## src/common/bbc_map.svh

```systemverilog
// Register map, field positions, reset values and timing for the buck-boost control block
`ifndef BBC_MAP_SVH
`define BBC_MAP_SVH

`define BBC_REG_CTRL_ONE     8'h02
`define BBC_REG_CTRL_TWO     8'h03
`define BBC_CTRL_ONE_RST     8'h40
`define BBC_CTRL_TWO_RST     8'h85
`define BBC_CTRL_TWO_WMASK   8'hDF

`define BBC_C1_EN            0
`define BBC_C1_GO            1
`define BBC_C1_DIS_FORCE     5
`define BBC_C2_OVP_LSB       0
`define BBC_C2_OCP_LSB       2
`define BBC_C2_BB_SEL        4
`define BBC_C2_FSW_LSB       6

`define BBC_ACT_NONE         2'h0
`define BBC_ACT_AUTO         2'h1
`define BBC_ACT_LATCH        2'h2

`define BBC_CLK_PERIOD_NS    10
`define BBC_POST_GO_MS       20
`define BBC_OFF_DELAY_MS     200
`define BBC_FREQ_STEP_NS     1000
`define BBC_MS_TO_CYC(ms)    (((ms) * 1000000 + `BBC_CLK_PERIOD_NS - 1) / `BBC_CLK_PERIOD_NS)
`define BBC_NS_TO_CYC(ns)    (((ns) + `BBC_CLK_PERIOD_NS - 1) / `BBC_CLK_PERIOD_NS)

`define BBC_CNT_W            25
`define BBC_KHZ_W            10
`define BBC_CMP_W            6

`endif

```

## src/common/bbc_pkg.sv

```systemverilog
// Types shared by the buck-boost control block
`include "bbc_map.svh"

package bbc_pkg;

  typedef enum logic [3:0] {
    BBC_IDLE, BBC_ADDR, BBC_ACK_A, BBC_REG, BBC_ACK_R,
    BBC_WDATA, BBC_ACK_W, BBC_RDATA, BBC_RACK
  } bbc_i2c_e;

  typedef struct packed {
    bbc_i2c_e                st;
    logic                    scl_s1;
    logic                    scl_s2;
    logic                    scl_d;
    logic                    sda_s1;
    logic                    sda_s2;
    logic                    sda_d;
    logic [2:0]              cnt;
    logic                    got8;
    logic                    rw;
    logic                    nack;
    logic [7:0]              sh;
    logic [7:0]              ptr;
    logic                    sda_oe;
    logic [7:0]              ctrl_one;
    logic [7:0]              ctrl_two;
    logic [`BBC_CNT_W-1:0]   post_cnt;
    logic [`BBC_CNT_W-1:0]   off_cnt;
    logic [15:0]             step_cnt;
    logic [`BBC_KHZ_W-1:0]   freq_khz;
    logic [`BBC_KHZ_W-1:0]   bb_khz;
    logic [`BBC_CMP_W-1:0]   cmp_s1;
    logic [`BBC_CMP_W-1:0]   cmp_s2;
    logic                    hiccup;
    logic                    ocp_lat;
    logic                    ovp_trip;
    logic                    ovp_lat;
    logic                    sw_en;
    logic                    dis_on;
    logic                    ss_dis;
    logic                    ramp_en;
  } bbc_state_s;

endpackage : bbc_pkg

```

## src/hdl/bbc_ctrl.sv

```systemverilog
// I2C-reached control registers, reference update, discharge and protection sequencing
//
// What this block does
// - Go bit written one steps reference to target, then self-clears on arrival.
// - Go bit reads one during scaling, zero once scaling is finished.
// - Discharge path is on while go is one, regardless of discharge control.
// - Discharge stays on 20 ms after go clears, then releases.
// - Switching enable gates power switching and the delayed off-state discharge; resets to zero.
// - After switching enable clears, discharge becomes effective only after 200 ms.
// - Two-bit frequency field picks 200/300/400/600 kHz, resets to 10, always writable.
// - Frequency rewrites move gradually to the new frequency.
// - Buck-boost region bit picks 62.5 or 37.5 percent of base; resets zero.
// - Over-current action 00 uses only cycle-by-cycle limit.
// - Over-current action 01 hiccups on limit with feedback below 60 percent.
// - Over-current action 10 latches off until enable cycled or re-power.
// - Over-voltage action 00 takes no action, no discharge.
// - Over-voltage action 01 stops switching, discharges above 127, resumes at 111.
// - Over-voltage action 10 latches off without discharge.
`timescale 1ns/1ps
`include "bbc_map.svh"

module bbc_ctrl #(
  parameter logic [6:0] DEV_ADDR      = 7'h60,
  parameter int         POST_GO_CYC   = `BBC_MS_TO_CYC(`BBC_POST_GO_MS),
  parameter int         OFF_DELAY_CYC = `BBC_MS_TO_CYC(`BBC_OFF_DELAY_MS),
  parameter int         FREQ_STEP_CYC = `BBC_NS_TO_CYC(`BBC_FREQ_STEP_NS)
) (
  input  wire logic                  clk_sys,
  input  wire logic                  reset_n,
  input  wire logic                  scl_in,
  input  wire logic                  sda_in,
  output wire logic                  sda_out,
  output wire logic                  sda_oe,
  input  wire logic                  ref_at_target,
  input  wire logic                  ilim_trip,
  input  wire logic                  fb_below_60,
  input  wire logic                  fb_above_127,
  input  wire logic                  fb_below_111,
  input  wire logic                  ss_discharged,
  output wire logic                  ref_ramp_en,
  output wire logic                  power_switch_en,
  output wire logic                  discharge_on,
  output wire logic                  ss_discharge,
  output wire logic [`BBC_KHZ_W-1:0] base_freq_khz,
  output wire logic [`BBC_KHZ_W-1:0] bb_freq_khz,
  output wire logic [7:0]            ctrl_one_q,
  output wire logic [7:0]            ctrl_two_q
);

  localparam int CMP_REF  = 0;
  localparam int CMP_ILIM = 1;
  localparam int CMP_FB60 = 2;
  localparam int CMP_OV   = 3;
  localparam int CMP_REC  = 4;
  localparam int CMP_SS   = 5;

  bbc_pkg::bbc_state_s state_r;
  bbc_pkg::bbc_state_s state_nxt;

  ////////////////////////////////////////////////////////////////////////////
  // Decoding helpers

  function automatic logic [`BBC_KHZ_W-1:0] bbc_fsw_khz(input logic [1:0] code);
    case (code)
      2'h0:    bbc_fsw_khz = 10'd200;
      2'h1:    bbc_fsw_khz = 10'd300;
      2'h2:    bbc_fsw_khz = 10'd400;
      default: bbc_fsw_khz = 10'd600;
    endcase
  endfunction : bbc_fsw_khz

  // Reserved code behaves as the reset setting
  function automatic logic [1:0] bbc_action(input logic [1:0] code);
    bbc_action = (code == 2'h3) ? `BBC_ACT_AUTO : code;
  endfunction : bbc_action

  function automatic logic [7:0] bbc_read(input logic [7:0] addr,
                                          input logic [7:0] c1,
                                          input logic [7:0] c2);
    if (addr == `BBC_REG_CTRL_ONE)
      bbc_read = c1;
    else if (addr == `BBC_REG_CTRL_TWO)
      bbc_read = c2;
    else
      bbc_read = 8'h00;
  endfunction : bbc_read

  ////////////////////////////////////////////////////////////////////////////
  // Next-state logic

  logic                  scl_rise;
  logic                  scl_fall;
  logic                  i2c_start;
  logic                  i2c_stop;
  logic                  wr_stb;
  logic [7:0]            rd_byte;
  logic [1:0]            overcurrent_action;
  logic [1:0]            overvoltage_action;
  logic                  en_now;
  logic                  go_now;
  logic                  dis_ok;
  logic [`BBC_KHZ_W-1:0] target_khz;
  logic [`BBC_KHZ_W+2:0] bb_prod;

  always_comb
  begin
    state_nxt = state_r;
    wr_stb    = 1'b0;
    rd_byte   = 8'h00;

    // Pins and comparator flags: second flop only reads the first
    state_nxt.scl_s1 = scl_in;
    state_nxt.scl_s2 = state_r.scl_s1;
    state_nxt.scl_d  = state_r.scl_s2;
    state_nxt.sda_s1 = sda_in;
    state_nxt.sda_s2 = state_r.sda_s1;
    state_nxt.sda_d  = state_r.sda_s2;
    state_nxt.cmp_s1 = {ss_discharged, fb_below_111, fb_above_127,
                        fb_below_60, ilim_trip, ref_at_target};
    state_nxt.cmp_s2 = state_r.cmp_s1;

    scl_rise  = state_r.scl_s2 & ~state_r.scl_d;
    scl_fall  = ~state_r.scl_s2 & state_r.scl_d;
    i2c_start = state_r.scl_s2 & state_r.scl_d & state_r.sda_d & ~state_r.sda_s2;
    i2c_stop  = state_r.scl_s2 & state_r.scl_d & ~state_r.sda_d & state_r.sda_s2;

    // I2C target: sample on SCL rise, drive on SCL fall
    if (i2c_start)
    begin
      state_nxt.st     = bbc_pkg::BBC_ADDR;
      state_nxt.cnt    = 3'h0;
      state_nxt.got8   = 1'b0;
      state_nxt.sda_oe = 1'b0;
    end
    else if (i2c_stop)
    begin
      state_nxt.st     = bbc_pkg::BBC_IDLE;
      state_nxt.sda_oe = 1'b0;
    end
    else if (scl_rise)
    begin
      case (state_r.st)
        bbc_pkg::BBC_ADDR, bbc_pkg::BBC_REG, bbc_pkg::BBC_WDATA:
        begin
          state_nxt.sh   = {state_r.sh[6:0], state_r.sda_s2};
          state_nxt.cnt  = state_r.cnt + 3'h1;
          state_nxt.got8 = (state_r.cnt == 3'h7);
        end
        bbc_pkg::BBC_RDATA:
        begin
          state_nxt.cnt  = state_r.cnt + 3'h1;
          state_nxt.got8 = (state_r.cnt == 3'h7);
        end
        bbc_pkg::BBC_RACK:
          state_nxt.nack = state_r.sda_s2;
        default:
          state_nxt.nack = state_r.nack;
      endcase
    end
    else if (scl_fall)
    begin
      state_nxt.got8 = 1'b0;
      rd_byte        = bbc_read(state_r.ptr, state_r.ctrl_one, state_r.ctrl_two);
      case (state_r.st)
        bbc_pkg::BBC_ADDR:
          if (state_r.got8)
          begin
            if (state_r.sh[7:1] == DEV_ADDR)
            begin
              state_nxt.st     = bbc_pkg::BBC_ACK_A;
              state_nxt.rw     = state_r.sh[0];
              state_nxt.sda_oe = 1'b1;
            end
            else
              state_nxt.st = bbc_pkg::BBC_IDLE;
          end
        bbc_pkg::BBC_ACK_A:
        begin
          state_nxt.cnt = 3'h0;
          if (state_r.rw)
          begin
            state_nxt.st     = bbc_pkg::BBC_RDATA;
            state_nxt.sh     = rd_byte;
            state_nxt.sda_oe = ~rd_byte[7];
            state_nxt.ptr    = state_r.ptr + 8'h01;
          end
          else
          begin
            state_nxt.st     = bbc_pkg::BBC_REG;
            state_nxt.sda_oe = 1'b0;
          end
        end
        bbc_pkg::BBC_REG:
          if (state_r.got8)
          begin
            state_nxt.ptr    = state_r.sh;
            state_nxt.st     = bbc_pkg::BBC_ACK_R;
            state_nxt.sda_oe = 1'b1;
          end
        bbc_pkg::BBC_ACK_R, bbc_pkg::BBC_ACK_W:
        begin
          state_nxt.st     = bbc_pkg::BBC_WDATA;
          state_nxt.cnt    = 3'h0;
          state_nxt.sda_oe = 1'b0;
        end
        bbc_pkg::BBC_WDATA:
          if (state_r.got8)
          begin
            wr_stb           = 1'b1;
            state_nxt.ptr    = state_r.ptr + 8'h01;
            state_nxt.st     = bbc_pkg::BBC_ACK_W;
            state_nxt.sda_oe = 1'b1;
          end
        bbc_pkg::BBC_RDATA:
          if (state_r.got8)
          begin
            state_nxt.st     = bbc_pkg::BBC_RACK;
            state_nxt.sda_oe = 1'b0;
          end
          else
          begin
            state_nxt.sh     = {state_r.sh[6:0], 1'b0};
            state_nxt.sda_oe = ~state_r.sh[6];
          end
        bbc_pkg::BBC_RACK:
          if (state_r.nack)
            state_nxt.st = bbc_pkg::BBC_IDLE;
          else
          begin
            state_nxt.st     = bbc_pkg::BBC_RDATA;
            state_nxt.cnt    = 3'h0;
            state_nxt.sh     = rd_byte;
            state_nxt.sda_oe = ~rd_byte[7];
            state_nxt.ptr    = state_r.ptr + 8'h01;
          end
        default:
          state_nxt.sda_oe = 1'b0;
      endcase
    end

    // Go clears on arrival; a write in the same cycle wins
    if (state_r.ctrl_one[`BBC_C1_GO] && state_r.cmp_s2[CMP_REF])
      state_nxt.ctrl_one[`BBC_C1_GO] = 1'b0;
    if (wr_stb && state_r.ptr == `BBC_REG_CTRL_ONE)
      state_nxt.ctrl_one = state_r.sh;
    if (wr_stb && state_r.ptr == `BBC_REG_CTRL_TWO)
      state_nxt.ctrl_two = state_r.sh & `BBC_CTRL_TWO_WMASK;

    en_now   = state_r.ctrl_one[`BBC_C1_EN];
    go_now   = state_r.ctrl_one[`BBC_C1_GO];
    overcurrent_action = bbc_action(state_r.ctrl_two[`BBC_C2_OCP_LSB+:2]);
    overvoltage_action = bbc_action(state_r.ctrl_two[`BBC_C2_OVP_LSB+:2]);
    state_nxt.ramp_en = state_nxt.ctrl_one[`BBC_C1_GO];

    // Hold discharge after go falls
    if (go_now && !state_nxt.ctrl_one[`BBC_C1_GO])
      state_nxt.post_cnt = `BBC_CNT_W'(POST_GO_CYC);
    else if (state_r.post_cnt != '0)
      state_nxt.post_cnt = state_r.post_cnt - `BBC_CNT_W'(1);

    // Disable delay before the off-state discharge becomes effective
    if (en_now)
      state_nxt.off_cnt = '0;
    else if (state_r.off_cnt != `BBC_CNT_W'(OFF_DELAY_CYC))
      state_nxt.off_cnt = state_r.off_cnt + `BBC_CNT_W'(1);
    dis_ok = !en_now && (state_r.off_cnt == `BBC_CNT_W'(OFF_DELAY_CYC));

    // Over-current handling
    if (!en_now || overcurrent_action != `BBC_ACT_AUTO)
      state_nxt.hiccup = 1'b0;
    else if (state_r.cmp_s2[CMP_ILIM] && state_r.cmp_s2[CMP_FB60])
      state_nxt.hiccup = 1'b1;
    else if (state_r.hiccup && state_r.cmp_s2[CMP_SS])
      state_nxt.hiccup = 1'b0;
    if (!en_now)
      state_nxt.ocp_lat = 1'b0;
    else if (overcurrent_action == `BBC_ACT_LATCH && state_r.cmp_s2[CMP_ILIM])
      state_nxt.ocp_lat = 1'b1;
    state_nxt.ss_dis = state_nxt.hiccup;

    // Over-voltage handling; trip keeps hysteresis between 127 and 111
    if (overvoltage_action != `BBC_ACT_AUTO)
      state_nxt.ovp_trip = 1'b0;
    else if (state_r.cmp_s2[CMP_OV])
      state_nxt.ovp_trip = 1'b1;
    else if (state_r.cmp_s2[CMP_REC])
      state_nxt.ovp_trip = 1'b0;
    if (!en_now)
      state_nxt.ovp_lat = 1'b0;
    else if (overvoltage_action == `BBC_ACT_LATCH && state_r.cmp_s2[CMP_OV])
      state_nxt.ovp_lat = 1'b1;

    // Only the switching stage stops; everything else keeps running
    state_nxt.sw_en = en_now && !state_nxt.hiccup && !state_nxt.ocp_lat &&
                      !state_nxt.ovp_trip && !state_nxt.ovp_lat;
    state_nxt.dis_on = go_now || (state_r.post_cnt != '0) || state_nxt.ovp_trip ||
                       (dis_ok && state_r.ctrl_one[`BBC_C1_DIS_FORCE]);

    // Frequency glides one kHz per step toward the selected value
    target_khz = bbc_fsw_khz(state_r.ctrl_two[`BBC_C2_FSW_LSB+:2]);
    if (state_r.freq_khz == target_khz)
      state_nxt.step_cnt = '0;
    else if (state_r.step_cnt + 16'h0001 >= 16'(FREQ_STEP_CYC))
    begin
      state_nxt.step_cnt = '0;
      if (state_r.freq_khz < target_khz)
        state_nxt.freq_khz = state_r.freq_khz + `BBC_KHZ_W'(1);
      else
        state_nxt.freq_khz = state_r.freq_khz - `BBC_KHZ_W'(1);
    end
    else
      state_nxt.step_cnt = state_r.step_cnt + 16'h0001;

    // Five or three eighths of the base
    bb_prod = state_r.ctrl_two[`BBC_C2_BB_SEL] ?
              {3'h0, state_r.freq_khz} * 13'd5 :
              {3'h0, state_r.freq_khz} * 13'd3;
    state_nxt.bb_khz = bb_prod[`BBC_KHZ_W+2:3];
  end

  ////////////////////////////////////////////////////////////////////////////
  // State register

  always_ff @(posedge clk_sys or negedge reset_n)
  begin
    if (!reset_n)
    begin
      state_r          <= '0;
      state_r.st       <= bbc_pkg::BBC_IDLE;
      state_r.scl_s1   <= 1'b1;
      state_r.scl_s2   <= 1'b1;
      state_r.scl_d    <= 1'b1;
      state_r.sda_s1   <= 1'b1;
      state_r.sda_s2   <= 1'b1;
      state_r.sda_d    <= 1'b1;
      state_r.ctrl_one <= `BBC_CTRL_ONE_RST;
      state_r.ctrl_two <= `BBC_CTRL_TWO_RST;
      state_r.freq_khz <= 10'd400;
      state_r.bb_khz   <= 10'd150;
    end
    else
      state_r <= state_nxt;
  end

  ////////////////////////////////////////////////////////////////////////////
  // Outputs, all straight from state flops except sda_out, which is tied low

  assign sda_out         = 1'b0;
  assign sda_oe          = state_r.sda_oe;
  assign ref_ramp_en     = state_r.ramp_en;
  assign power_switch_en = state_r.sw_en;
  assign discharge_on    = state_r.dis_on;
  assign ss_discharge    = state_r.ss_dis;
  assign base_freq_khz   = state_r.freq_khz;
  assign bb_freq_khz     = state_r.bb_khz;
  assign ctrl_one_q      = state_r.ctrl_one;
  assign ctrl_two_q      = state_r.ctrl_two;

endmodule : bbc_ctrl

```

## config.mk

```make
export PLATFORM = sky130hd
export DESIGN_NAME = bbc_ctrl
export DESIGN_NICKNAME = d
export VERILOG_FILES = /design/src/common/bbc_pkg.sv /design/src/hdl/bbc_ctrl.sv
export VERILOG_INCLUDE_DIRS = /design/src /design/src/common
export SDC_FILE = /design/constraint.sdc
export NUM_CORES = 1
export LEC_CHECK = 0
export BUFFER_PORTS_ARGS = -buffer_cell sky130_fd_sc_hd__buf_2
export CAP_MARGIN = 20
export CORE_ASPECT_RATIO = 2
export CORE_UTILIZATION = 66
export CTS_CLUSTER_DIAMETER = 80
export DETAILED_ROUTE_END_ITERATION = 16
export PLACE_DENSITY = 0.95
export SLEW_MARGIN = 20
export SYNTH_ARGS = -nofsm -noshare
export SYNTH_HDL_FRONTEND = slang
export SYNTH_SLANG_ARGS = --single-unit
```

## constraint.sdc

```tcl
create_clock -name clk_sys -period 9.4 [get_ports clk_sys]
set_input_delay 1.88 -clock clk_sys [delete_from_list [all_inputs] [get_ports clk_sys]]
set_output_delay 1.88 -clock clk_sys [all_outputs]
set_load 0.02 [all_outputs]
```

=== After elaboration in Yosys (flattened, before gate mapping) ===
Cells that the tools add are included.

* Order comparisons: 2
* Muxes and demuxes: 94
* Add/sub/neg operators: 7
* Equal/unequal tests: 41
* Reductions and logical operators: 48
* Multipliers: 2
* Bitwise logic cells: 17

{| class="wikitable"
|+ Operators with widths
! operator !! count
|-
| $mux 16 || 7
|-
| $mux 17 || 6
|-
| $mux 25 || 4
|-
| $mux 9 || 11
|-
| $mux 8 || 9
|-
| $mux 4 || 11
|-
| $pmux 8 s4 || 1
|-
| $pmux 10 s3 || 1
|-
| $mux 1 || 29
|-
| $ne 4x4->1 const B || 7
|-
| $pmux 4 s7 || 1
|-
| $add 25x1->25 const B || 1
|-
| $eq 25x25->1 const B || 1
|-
| $ne 25x25->1 const B || 1
|-
| $reduce_bool 25->1 || 1
|-
| $sub 25x1->25 const B || 1
|-
| $ne 6x6->1 const B || 4
|-
| $pmux 8 s3 || 1
|-
| $mux 22 || 1
|-
| $reduce_and 7->1 || 3
|-
| $add 16x1->16 const B || 1
|-
| $eq 4x3->1 const B || 4
|-
| $eq 8x2->1 const B || 2
|-
| $ge 16x7->1 const B || 1
|-
| other kinds (47) || 102
|}

* Word-level logic and storage cells: 241
* Output and inout bits: 42
* Flip-flop bits (word level): 152
* Input port bits: 10

=== Longest topological paths before layout ===
Gate-level depths: netlist of the first run.

* Depth in word-level cells: 18
* Depth in mapped cells: 16

=== Least setup slack after synthesis of the first run ===
OpenSTA, ideal clock, no wires.

* Kind: reg-to-reg
* From: register state_r (netlist bit ctrl_two_q[7])
* To: register state_r (netlist bit base_freq_khz[9])
* Period minus slack after synthesis: 3.354 ns
* Data required time: 9.268 ns
* Library setup time: 0.132 ns
* Setup slack: 6.046 ns
* Stages on the path, launching flop included: 15
* Arrival time: 3.222 ns
* Cells stage by stage: dfstp_2 > ha_1 > ha_1 > a21oi_1 > nand2_1 > a211oi_1 > inv_1 > ha_1 > a211oi_1 > o211ai_1 > nand2_1 > o21ai_0 > xnor2_1 > nand3_1 > xnor2_1

* Cells in the longest elaborated chain, start to end: 5
* Elaborated cells between the ends (all ways): 9

{| class="wikitable"
|+ Ends and longest elaborated chain
! what !! line !! source
|-
| from (decl) || bbc_ctrl.sv:57 || <nowiki>bbc_pkg::bbc_state_s state_r;</nowiki>
|-
| from (signal assigned) || bbc_ctrl.sv:342 || <nowiki>state_r <= state_nxt;</nowiki>
|-
| $eq 2x2->1 (tied with other cells) || bbc_ctrl.sv:64 || <nowiki>case (code)</nowiki>
|-
| $pmux 10 s3 * || bbc_ctrl.sv:64 ||
|-
| parallel branches: the longest is 3 deep, another holds $lt 10x10->1 || - ||
|}

Mark *: on every way between the ends.
A chain may end at the register's enable or synchronous reset.

=== Worst setup path after layout of the first run ===
* From: register state_r (netlist bit ctrl_two_q[6])
* To: register state_r (netlist bit base_freq_khz[8])

Same word-level chain as after synthesis.

==> flow_results.xml, run 1 <==
<?xml version="1.0" encoding="UTF-8"?>
<metrics>
  <group name="routing">
    <metric name="maxUsedRoutingLayer" unit="">met4</metric>
    <metric name="avgRoutedWirePerCell" unit="um">19.0</metric>
    <metric name="wl_met1" unit="um">7290</metric>
    <metric name="route.detailed.drc" unit="">0</metric>
    <metric name="avgViaCountPerCell" unit="">6.45</metric>
    <metric name="vias" unit="">7168</metric>
    <metric name="drt_pre_antenna_iters" unit="">9</metric>
    <metric name="route.met2.wl" unit="um">11300</metric>
    <metric name="detail-route-antenna-nets" unit="">0</metric>
    <metric name="met3_wirelength" unit="um">1270</metric>
    <metric name="drt-initial-drc-count" unit="">483</metric>
    <metric name="routed_wl" unit="um">21100</metric>
  </group>
  <group name="sta">
    <metric name="hold_viol" unit="">0</metric>
    <metric name="finalCritPeriodShare" unit="">0.438</metric>
    <metric name="fin_setup_tns" unit="ns">0</metric>
    <metric name="worst_clock_skew" unit="ns">0.0117</metric>
    <metric name="worst_slew_pin_slew" unit="ns">0.932</metric>
    <metric name="grt_setup_unrepaired" unit="">no</metric>
    <metric name="worst_slew_margin_rel" unit="">0.379</metric>
    <metric name="setup-violations-final" unit="">0</metric>
    <metric name="report.final.slew_viol_count" unit="">0</metric>
    <metric name="fmax" unit="MHz">243</metric>
    <metric name="final_period_minus_worst_setup_slack" unit="ns">4.12</metric>
  </group>
  <group name="final_layout">
    <metric name="final_core_util" unit="">0.734</metric>
    <metric name="layout-drive-gt1-share" unit="">0.142</metric>
    <metric name="num_antenna_cells" unit="">0</metric>
    <metric name="nFillCells" unit="">829</metric>
    <metric name="finish.net_count" unit="">1015</metric>
    <metric name="layout-area-overhead-vs-synth" unit="%">8.07</metric>
  </group>
  <group name="setup_path">
    <metric name="worst_ep_arrival_time" unit="ns">4.48</metric>
    <metric name="critical_path_class" unit="">flip-flop to flip-flop</metric>
    <metric name="critPathSlowestCell" unit="">sky130_fd_sc_hd__a211oi_1</metric>
    <metric name="crit_path_cell_trace" unit="">inv_1 &gt; ha_1 &gt; ha_1 &gt; nor2b_1 &gt; o211ai_1 &gt; a21oi_1 &gt; a211oi_1 &gt; inv_1 &gt; ha_1 &gt; nor2b_1 &gt; o21ai_0 &gt; nand2b_1 &gt; a31oi_1 &gt; o21ai_0 &gt; xnor2_1 &gt; mux2i_1</metric>
    <metric name="critical_path_s_largest_stage_delay" unit="ns">0.52</metric>
    <metric name="cp-end-kind" unit="">flip-flop</metric>
    <metric name="timing.critical_path.fanout_max" unit="">8</metric>
    <metric name="critical_path.top_delay_family" unit="">compound AO/OA/AOI/OAI gates</metric>
    <metric name="cp_data_required_time" unit="ns">9.76</metric>
    <metric name="timing.critical_path.mode_cell" unit="">sky130_fd_sc_hd__ha_1</metric>
    <metric name="worstPathBufferInverterCount" unit="">2</metric>
    <metric name="critPathLaunchType" unit="">flip-flop</metric>
  </group>
  <group name="synthesis">
    <metric name="synth-async-reset-ratio" unit="">1.00</metric>
    <metric name="synthAdderAreaFrac" unit="">0.0840</metric>
    <metric name="postSynthCellCount" unit="">931</metric>
    <metric name="synth_compound_gate_area_share" unit="">0.115</metric>
    <metric name="mappedNetlistArea" unit="mm^2">0.00882</metric>
    <metric name="synthXorXnorAreaFrac" unit="">0.0685</metric>
    <metric name="ys_types" unit="">67</metric>
    <metric name="synth_ff_type" unit="">sky130_fd_sc_hd__dfrtp_1</metric>
    <metric name="synth_seq_area_share" unit="">0.434</metric>
    <metric name="synth_simple_gate_area_share" unit="">0.191</metric>
    <metric name="yosys_warning_total" unit="">0</metric>
    <metric name="edff_count_synth" unit="">0</metric>
    <metric name="flops_latches_synth" unit="">152</metric>
    <metric name="synth_mux_area_frac" unit="">0.0468</metric>
    <metric name="synthesis.area_per_instance" unit="um^2">9.48</metric>
    <metric name="dominant_combinational_cell_family_by_area_after_synthesis" unit="">simple AND/OR/NAND/NOR gates</metric>
  </group>
  <group name="clocking">
    <metric name="cts.repair_timing.setup_buffer_count" unit="">0</metric>
    <metric name="ctsLongestPathBuffers" unit="">2</metric>
    <metric name="clk_transition_reported_paths" unit="ns">0.07</metric>
    <metric name="cts.sinks" unit="">152</metric>
    <metric name="postCtsResizedCells" unit="">0</metric>
    <metric name="htree_levels" unit="">4</metric>
    <metric name="insertion_delay" unit="ns">0.43</metric>
    <metric name="cts.root.buffer_cell" unit="">sky130_fd_sc_hd__clkbuf_16</metric>
    <metric name="tritoncts_clock_tree" unit="">done</metric>
    <metric name="num_cts_buffers" unit="">17</metric>
    <metric name="cts_hold_repair.buffers" unit="">0</metric>
  </group>
  <group name="grt">
    <metric name="wire_length_of_the_first_global_routing_pass" unit="um">34600</metric>
    <metric name="grt_max_degree" unit="">79</metric>
    <metric name="track_usage" unit="">0.319</metric>
    <metric name="first_global_vias" unit="">7324</metric>
    <metric name="grt-ovfl-total" unit="">0</metric>
    <metric name="grt_antenna_before_repair" unit="">0</metric>
  </group>
  <group name="floorplan">
    <metric name="floorplan.die_area" unit="mm^2">0.0139</metric>
    <metric name="initial_core_util" unit="">0.679</metric>
    <metric name="io_pins" unit="">52</metric>
    <metric name="die-height" unit="um">166</metric>
    <metric name="core" unit="mm^2">0.0130</metric>
    <metric name="std_cell_rows" unit="">59</metric>
    <metric name="floorplan.die.width" unit="um">83.8</metric>
  </group>
  <group name="placed_design">
    <metric name="io_buffers" unit="">49</metric>
    <metric name="routabilityCongestion" unit="">0.958</metric>
    <metric name="dp.final_hpwl" unit="um">13900</metric>
  </group>
  <group name="flow_run">
    <metric name="max_cap_violations" unit="">0</metric>
  </group>
  <group name="status">
    <metric name="status" unit="">completed</metric>
  </group>
  <group name="power_and_ir_drop">
    <metric name="leakage_power" unit="nW">4.45</metric>
    <metric name="power_per_cell_area" unit="mW/mm^2">275</metric>
    <metric name="peakVddDrop" unit="mV">0.340</metric>
  </group>
  <group name="worst_hold_path">
    <metric name="timing.hold.worst.class" unit="">flip-flop to flip-flop</metric>
  </group>
</metrics>
## logic make-up (layout without fill, tap and decap cells)
family                     count (synthesis)  after routing
and+or+nand+nor                          344            344
AOI/OAI and AO/OA                        166            166
DFF                                      152            152
buffers and inverters                    103            121
xor gates and xnor gates                  69             69
adders and majority gates                 58             58
muxes                                     38             38
other                                      1             11
## Yosys cell counts (17+ instances only)
cell | number | area, um^2
sky130_fd_sc_hd__a21oi_1 | 55 | 275
sky130_fd_sc_hd__nand4_1 | 18 | 113
sky130_fd_sc_hd__nor3_1 | 26 | 130
sky130_fd_sc_hd__buf_4 | 37 | 278
sky130_fd_sc_hd__nand2_1 | 83 | 312
sky130_fd_sc_hd__inv_1 | 39 | 146
sky130_fd_sc_hd__dfrtp_1 | 135 | 3380
sky130_fd_sc_hd__mux2_2 | 26 | 293
sky130_fd_sc_hd__dfstp_2 | 17 | 447
sky130_fd_sc_hd__ha_1 | 56 | 701
sky130_fd_sc_hd__clkbuf_1 | 25 | 93.8
sky130_fd_sc_hd__xor2_1 | 29 | 254
sky130_fd_sc_hd__nand3_1 | 33 | 165
sky130_fd_sc_hd__o21ai_0 | 39 | 195
sky130_fd_sc_hd__xnor2_1 | 40 | 350
sky130_fd_sc_hd__nor2_1 | 104 | 390
## layer usage
metal | global-route usage | vias up
li1 | - | 3251
met1 | 0.325 | 3449
met2 | 0.585 | 349
met3 | 0.0711 | 119
met4 | 0.203 | 0
met5 | 0 | -
## power by group
| part | total [W] | switching (W) | internal [W] | leakage (nW) |
|---|---|---|---|---|
| sequential | 0.000813 | 0.0000782 | 0.000734 | 1.97 |
| clock | 0.000700 | 0.000285 | 0.000416 | 0.291 |
| combinational | 0.00111 | 0.000620 | 0.000491 | 2.19 |
| total | 0.00262 | 0.000983 | 0.00164 | 4.45 |
## area by class of cell
class / count / area [um^2] / share of cell area
multi-input cells: 686 / 4500 / 0.472
flip-flops and latches: 152 / 3820 / 0.401
clock buffers: 20 / 467 / 0.0490
repair buffers: 51 / 267 / 0.0280
well taps: 152 / 190 / 0.0199
inverters: 39 / 146 / 0.0154
clock inverters: 11 / 139 / 0.0146
## state kept, by name, summed over array words and instances (netlist names)
| name | cells |
|---|---|
| state_r | 103 |
| base_freq_khz | 10 |
| bb_freq_khz | 10 |
| state_nxt | 10 |
| ctrl_one_q | 7 |
| ctrl_two_q | 7 |
| discharge_on | 1 |
| power_switch_en | 1 |
| ref_ramp_en | 1 |
| sda_oe | 1 |
| ss_discharge | 1 |
## per-stage QoR
step                setup slack (ns)  hold WS, ns  cells  total power (W)  cell area [um^2]
floorplan                       6.05        0.331    941          0.00169              8860
global placement                5.77        0.333   1080          0.00183              8930
detailed placement              5.47        0.336   1080          0.00189              8930
CTS                             5.32        0.354   1111          0.00261              9530
global route                    5.02        0.356   1111          0.00278              9530
finish                          5.28        0.353   1111          0.00262              9530
## path summary, 6_finish.rpt
| check | depth (start not counted) | slack [ns] | to | start |
|---|---|---|---|---|
| hold / removal | 0 | 0.35 | state_r[8] | state_nxt[8] |
| min in group asynchronous | 1 | 1.43 | bb_freq_khz[3] | reset_n |
| setup reg to reg | 16 | 5.28 | base_freq_khz[8] | ctrl_two_q[6] |
| setup / recovery | 16 | 5.28 | base_freq_khz[8] | ctrl_two_q[6] |
| max in group asynchronous | 2 | 6.57 | state_r[11] | reset_n |
| hold reg to reg | 0 | 0.35 | state_r[8] | state_nxt[8] |
## cell usage in the layout (no fill, tap or decap), drive strengths merged, types with 18 or more instances in the layout
master,synthesis,final
dfrtp,135,135
nand3,33,33
clkbuf,25,20
mux2,26,26
ha,56,56
buf,39,51
xnor2,40,40
inv,39,42
o21ai,40,40
nor2,105,105
a21oi,55,55
nor3,26,26
nand2,84,84
nand4,18,18
xor2,29,29
Note: power is estimated with default switching activity, not from simulation.
==> run 2: changes to the inputs <==
--- a/config.mk
+++ b/config.mk
@@ -9,10 +9,10 @@
 export BUFFER_PORTS_ARGS = -buffer_cell sky130_fd_sc_hd__buf_2
 export CAP_MARGIN = 20
 export CORE_ASPECT_RATIO = 2
-export CORE_UTILIZATION = 66
+export CORE_UTILIZATION = 62
 export CTS_CLUSTER_DIAMETER = 80
 export DETAILED_ROUTE_END_ITERATION = 16
-export PLACE_DENSITY = 0.95
+export PLACE_DENSITY = 0.92
 export SLEW_MARGIN = 20
 export SYNTH_ARGS = -nofsm -noshare
 export SYNTH_HDL_FRONTEND = slang
==> constraint.sdc (replaced) <==
create_clock -name clk_sys -period 3.83 [get_ports clk_sys]
set_input_delay 0.766 -clock clk_sys [delete_from_list [all_inputs] [get_ports clk_sys]]
set_output_delay 0.766 -clock clk_sys [all_outputs]
set_load 0.02 [all_outputs]
==> flow_results.xml, run 2 (synthesis gave the netlist of run 1 again) <==
<?xml version="1.0" encoding="UTF-8"?>
<metrics>
  <group name="status">
    <metric name="status" unit="">completed</metric>
  </group>
  <group name="floorplan">
    <metric name="die-height" unit="um">171</metric>
    <metric name="io_pins" unit="">52</metric>
    <metric name="floorplan.die.width" unit="um">86.4</metric>
    <metric name="std_cell_rows" unit="">61</metric>
    <metric name="core" unit="mm^2">0.0139</metric>
    <metric name="initial_core_util" unit="">0.635</metric>
    <metric name="floorplan.die_area" unit="mm^2">0.0147</metric>
  </group>
  <group name="placed_design">
    <metric name="place_worst_setup_slack" unit="ns">0.318</metric>
    <metric name="routabilityCongestion" unit="">0.908</metric>
    <metric name="dp.final_hpwl" unit="um">14000</metric>
    <metric name="io_buffers" unit="">49</metric>
  </group>
  <group name="grt">
    <metric name="grt_antenna_before_repair" unit="">0</metric>
    <metric name="track_usage" unit="">0.298</metric>
    <metric name="grt_max_degree" unit="">75</metric>
    <metric name="first_global_vias" unit="">7358</metric>
    <metric name="wire_length_of_the_first_global_routing_pass" unit="um">33900</metric>
    <metric name="grt-ovfl-total" unit="">0</metric>
  </group>
  <group name="clocking">
    <metric name="cts.root.buffer_cell" unit="">sky130_fd_sc_hd__clkbuf_16</metric>
    <metric name="tritoncts_clock_tree" unit="">done</metric>
    <metric name="cts.sinks" unit="">152</metric>
    <metric name="ctsLongestPathBuffers" unit="">2</metric>
    <metric name="insertion_delay" unit="ns">0.42</metric>
    <metric name="cts_hold_repair.buffers" unit="">0</metric>
    <metric name="htree_levels" unit="">4</metric>
    <metric name="clk_transition_reported_paths" unit="ns">0.06</metric>
    <metric name="num_cts_buffers" unit="">17</metric>
  </group>
  <group name="setup_path">
    <metric name="reg2reg_depth" unit="">16</metric>
    <metric name="regToRegStartpoint" unit="">ctrl_two_q[6]</metric>
    <metric name="worst_ep_arrival_time" unit="ns">3.87</metric>
    <metric name="timing.critical_path.fanout_max" unit="">8</metric>
    <metric name="cp_data_required_time" unit="ns">4.12</metric>
    <metric name="critical_path_class" unit="">flip-flop to flip-flop</metric>
    <metric name="reg_to_reg_critical_path_endpoint" unit="">base_freq_khz[9]</metric>
    <metric name="cp-end-kind" unit="">flip-flop</metric>
    <metric name="reg2reg_setup_slack" unit="ns">0.25</metric>
    <metric name="critPathLaunchType" unit="">flip-flop</metric>
  </group>
  <group name="routing">
    <metric name="routed_wl" unit="um">20700</metric>
    <metric name="drt_pre_antenna_iters" unit="">5</metric>
    <metric name="avgRoutedWirePerCell" unit="um">17.9</metric>
    <metric name="detail-route-antenna-nets" unit="">0</metric>
    <metric name="avgViaCountPerCell" unit="">6.17</metric>
    <metric name="route.detailed.drc" unit="">0</metric>
    <metric name="drt-initial-drc-count" unit="">455</metric>
    <metric name="vias" unit="">7125</metric>
  </group>
  <group name="flow_run">
    <metric name="max_cap_violations" unit="">0</metric>
  </group>
  <group name="sta">
    <metric name="report.final.slew_viol_count" unit="">0</metric>
    <metric name="finalCritPeriodShare" unit="">0.934</metric>
    <metric name="hold_viol" unit="">0</metric>
    <metric name="final.hold.worst_slack" unit="ns">0.345</metric>
    <metric name="finalWorstSetupSlack" unit="ns">0.254</metric>
    <metric name="worst_slew_pin_slew" unit="ns">0.827</metric>
    <metric name="setup-violations-final" unit="">0</metric>
    <metric name="worst_clock_skew" unit="ns">0.00844</metric>
    <metric name="fmax" unit="MHz">280</metric>
    <metric name="final_period_minus_worst_setup_slack" unit="ns">3.58</metric>
    <metric name="worst_slew_margin_rel" unit="">0.444</metric>
  </group>
  <group name="final_layout">
    <metric name="num_antenna_cells" unit="">0</metric>
    <metric name="layout-area-overhead-vs-synth" unit="%">9.64</metric>
    <metric name="layout_common_cells" unit="">135 x sky130_fd_sc_hd__dfrtp_1, 104 x sky130_fd_sc_hd__nor2_1, 83 x sky130_fd_sc_hd__nand2_1</metric>
    <metric name="top_register" unit="">state_r</metric>
    <metric name="largest_register_ffs" unit="">103</metric>
    <metric name="nFillCells" unit="">1001</metric>
    <metric name="mostFrequentLayoutCell" unit="">sky130_fd_sc_hd__dfrtp_1</metric>
    <metric name="final_core_util" unit="">0.696</metric>
    <metric name="finish.net_count" unit="">1021</metric>
    <metric name="layout-drive-gt1-share" unit="">0.151</metric>
  </group>
  <group name="worst_hold_path">
    <metric name="timing.hold.worst.class" unit="">primary input to asynchronous set/reset pin</metric>
  </group>
  <group name="power_and_ir_drop">
    <metric name="leakage_power" unit="nW">4.51</metric>
    <metric name="peakVddDrop" unit="mV">0.348</metric>
    <metric name="power_per_cell_area" unit="mW/mm^2">677</metric>
  </group>
</metrics>
[run 2: cell types whose count changed in the layout (fill, tap and decap cells not counted), sizes merged]
cell and delta:
clkbuf -1, clkinvlp -1, clkinv +1, buf +6, bufinv +2
[run 2: layer usage]
metal / up-vias / share of wire / track usage
li1: 3268 / - / -
met1: 3452 / 0.35 / 0.301
met2: 301 / 0.54 / 0.538
met3: 104 / 0.047 / 0.0521
met4: 0 / 0.059 / 0.214
met5: - / 0 / 0
[run 2: per-stage QoR]
stage	cells	setup TNS (ns)	cell area, um^2	power, W
2_1_floorplan	941	0	8860	0.00415
3_3_place_gp	1123	0	9020	0.00451
3_5_place_dp	1123	0	9020	0.00466
4_1_cts	1155	0	9660	0.00653
5_1_grt	1155	-0.0549	9670	0.00695
6_report	1155	0	9670	0.00655
[run 2: layout make-up]
class,instances,area [um^2],area share
inverters,39,146,0.0151
multi-input cells,686,4510,0.466
repair buffers,57,312,0.0322
flip-flops and latches,152,3820,0.395
well taps,189,236,0.0244
clock inverters,13,190,0.0197
clock buffers,19,453,0.0468
[run 2: critical path: stages, from the launching register on]
cell                       delay (ns)
sky130_fd_sc_hd__dfrtp_1         0.44
sky130_fd_sc_hd__inv_1           0.12
sky130_fd_sc_hd__ha_1            0.23
sky130_fd_sc_hd__ha_1            0.29
sky130_fd_sc_hd__nor2b_1         0.14
sky130_fd_sc_hd__o211ai_1        0.18
sky130_fd_sc_hd__a21oi_1         0.11
sky130_fd_sc_hd__a211oi_2        0.28
sky130_fd_sc_hd__inv_2           0.15
sky130_fd_sc_hd__ha_1            0.38
sky130_fd_sc_hd__o21ai_0         0.14
sky130_fd_sc_hd__o211ai_1        0.22
sky130_fd_sc_hd__nand2_1         0.12
sky130_fd_sc_hd__o21ai_0         0.22
sky130_fd_sc_hd__xnor2_1         0.16
sky130_fd_sc_hd__nand3_1         0.11
sky130_fd_sc_hd__xnor2_1         0.14
[run 2: repair_timing]
item / 4_1_cts / 5_1_grt
gates resized for setup: 0 / 3
buffers inserted: 0 / 0
setup endpoints to repair: 0 / 4
[run 2: power by group]
part	total (W)	switching (W)	internal, W
combinational	0.00275	0.00153	0.00123
sequential	0.00198	0.000176	0.00180
clock	0.00182	0.000684	0.00113
[run 2: worst max-delay path by stage]
stage,startpoint,to,slack (ns)
after global placement,ctrl_two_q[6],base_freq_khz[9],0.48
after global routing,ctrl_two_q[6],base_freq_khz[9],-0.04
after floorplan,ctrl_two_q[7],base_freq_khz[9],0.48
after CTS,ctrl_two_q[6],base_freq_khz[9],0.11
final,ctrl_two_q[6],base_freq_khz[9],0.25
after detailed placement,ctrl_two_q[6],base_freq_khz[9],0.32
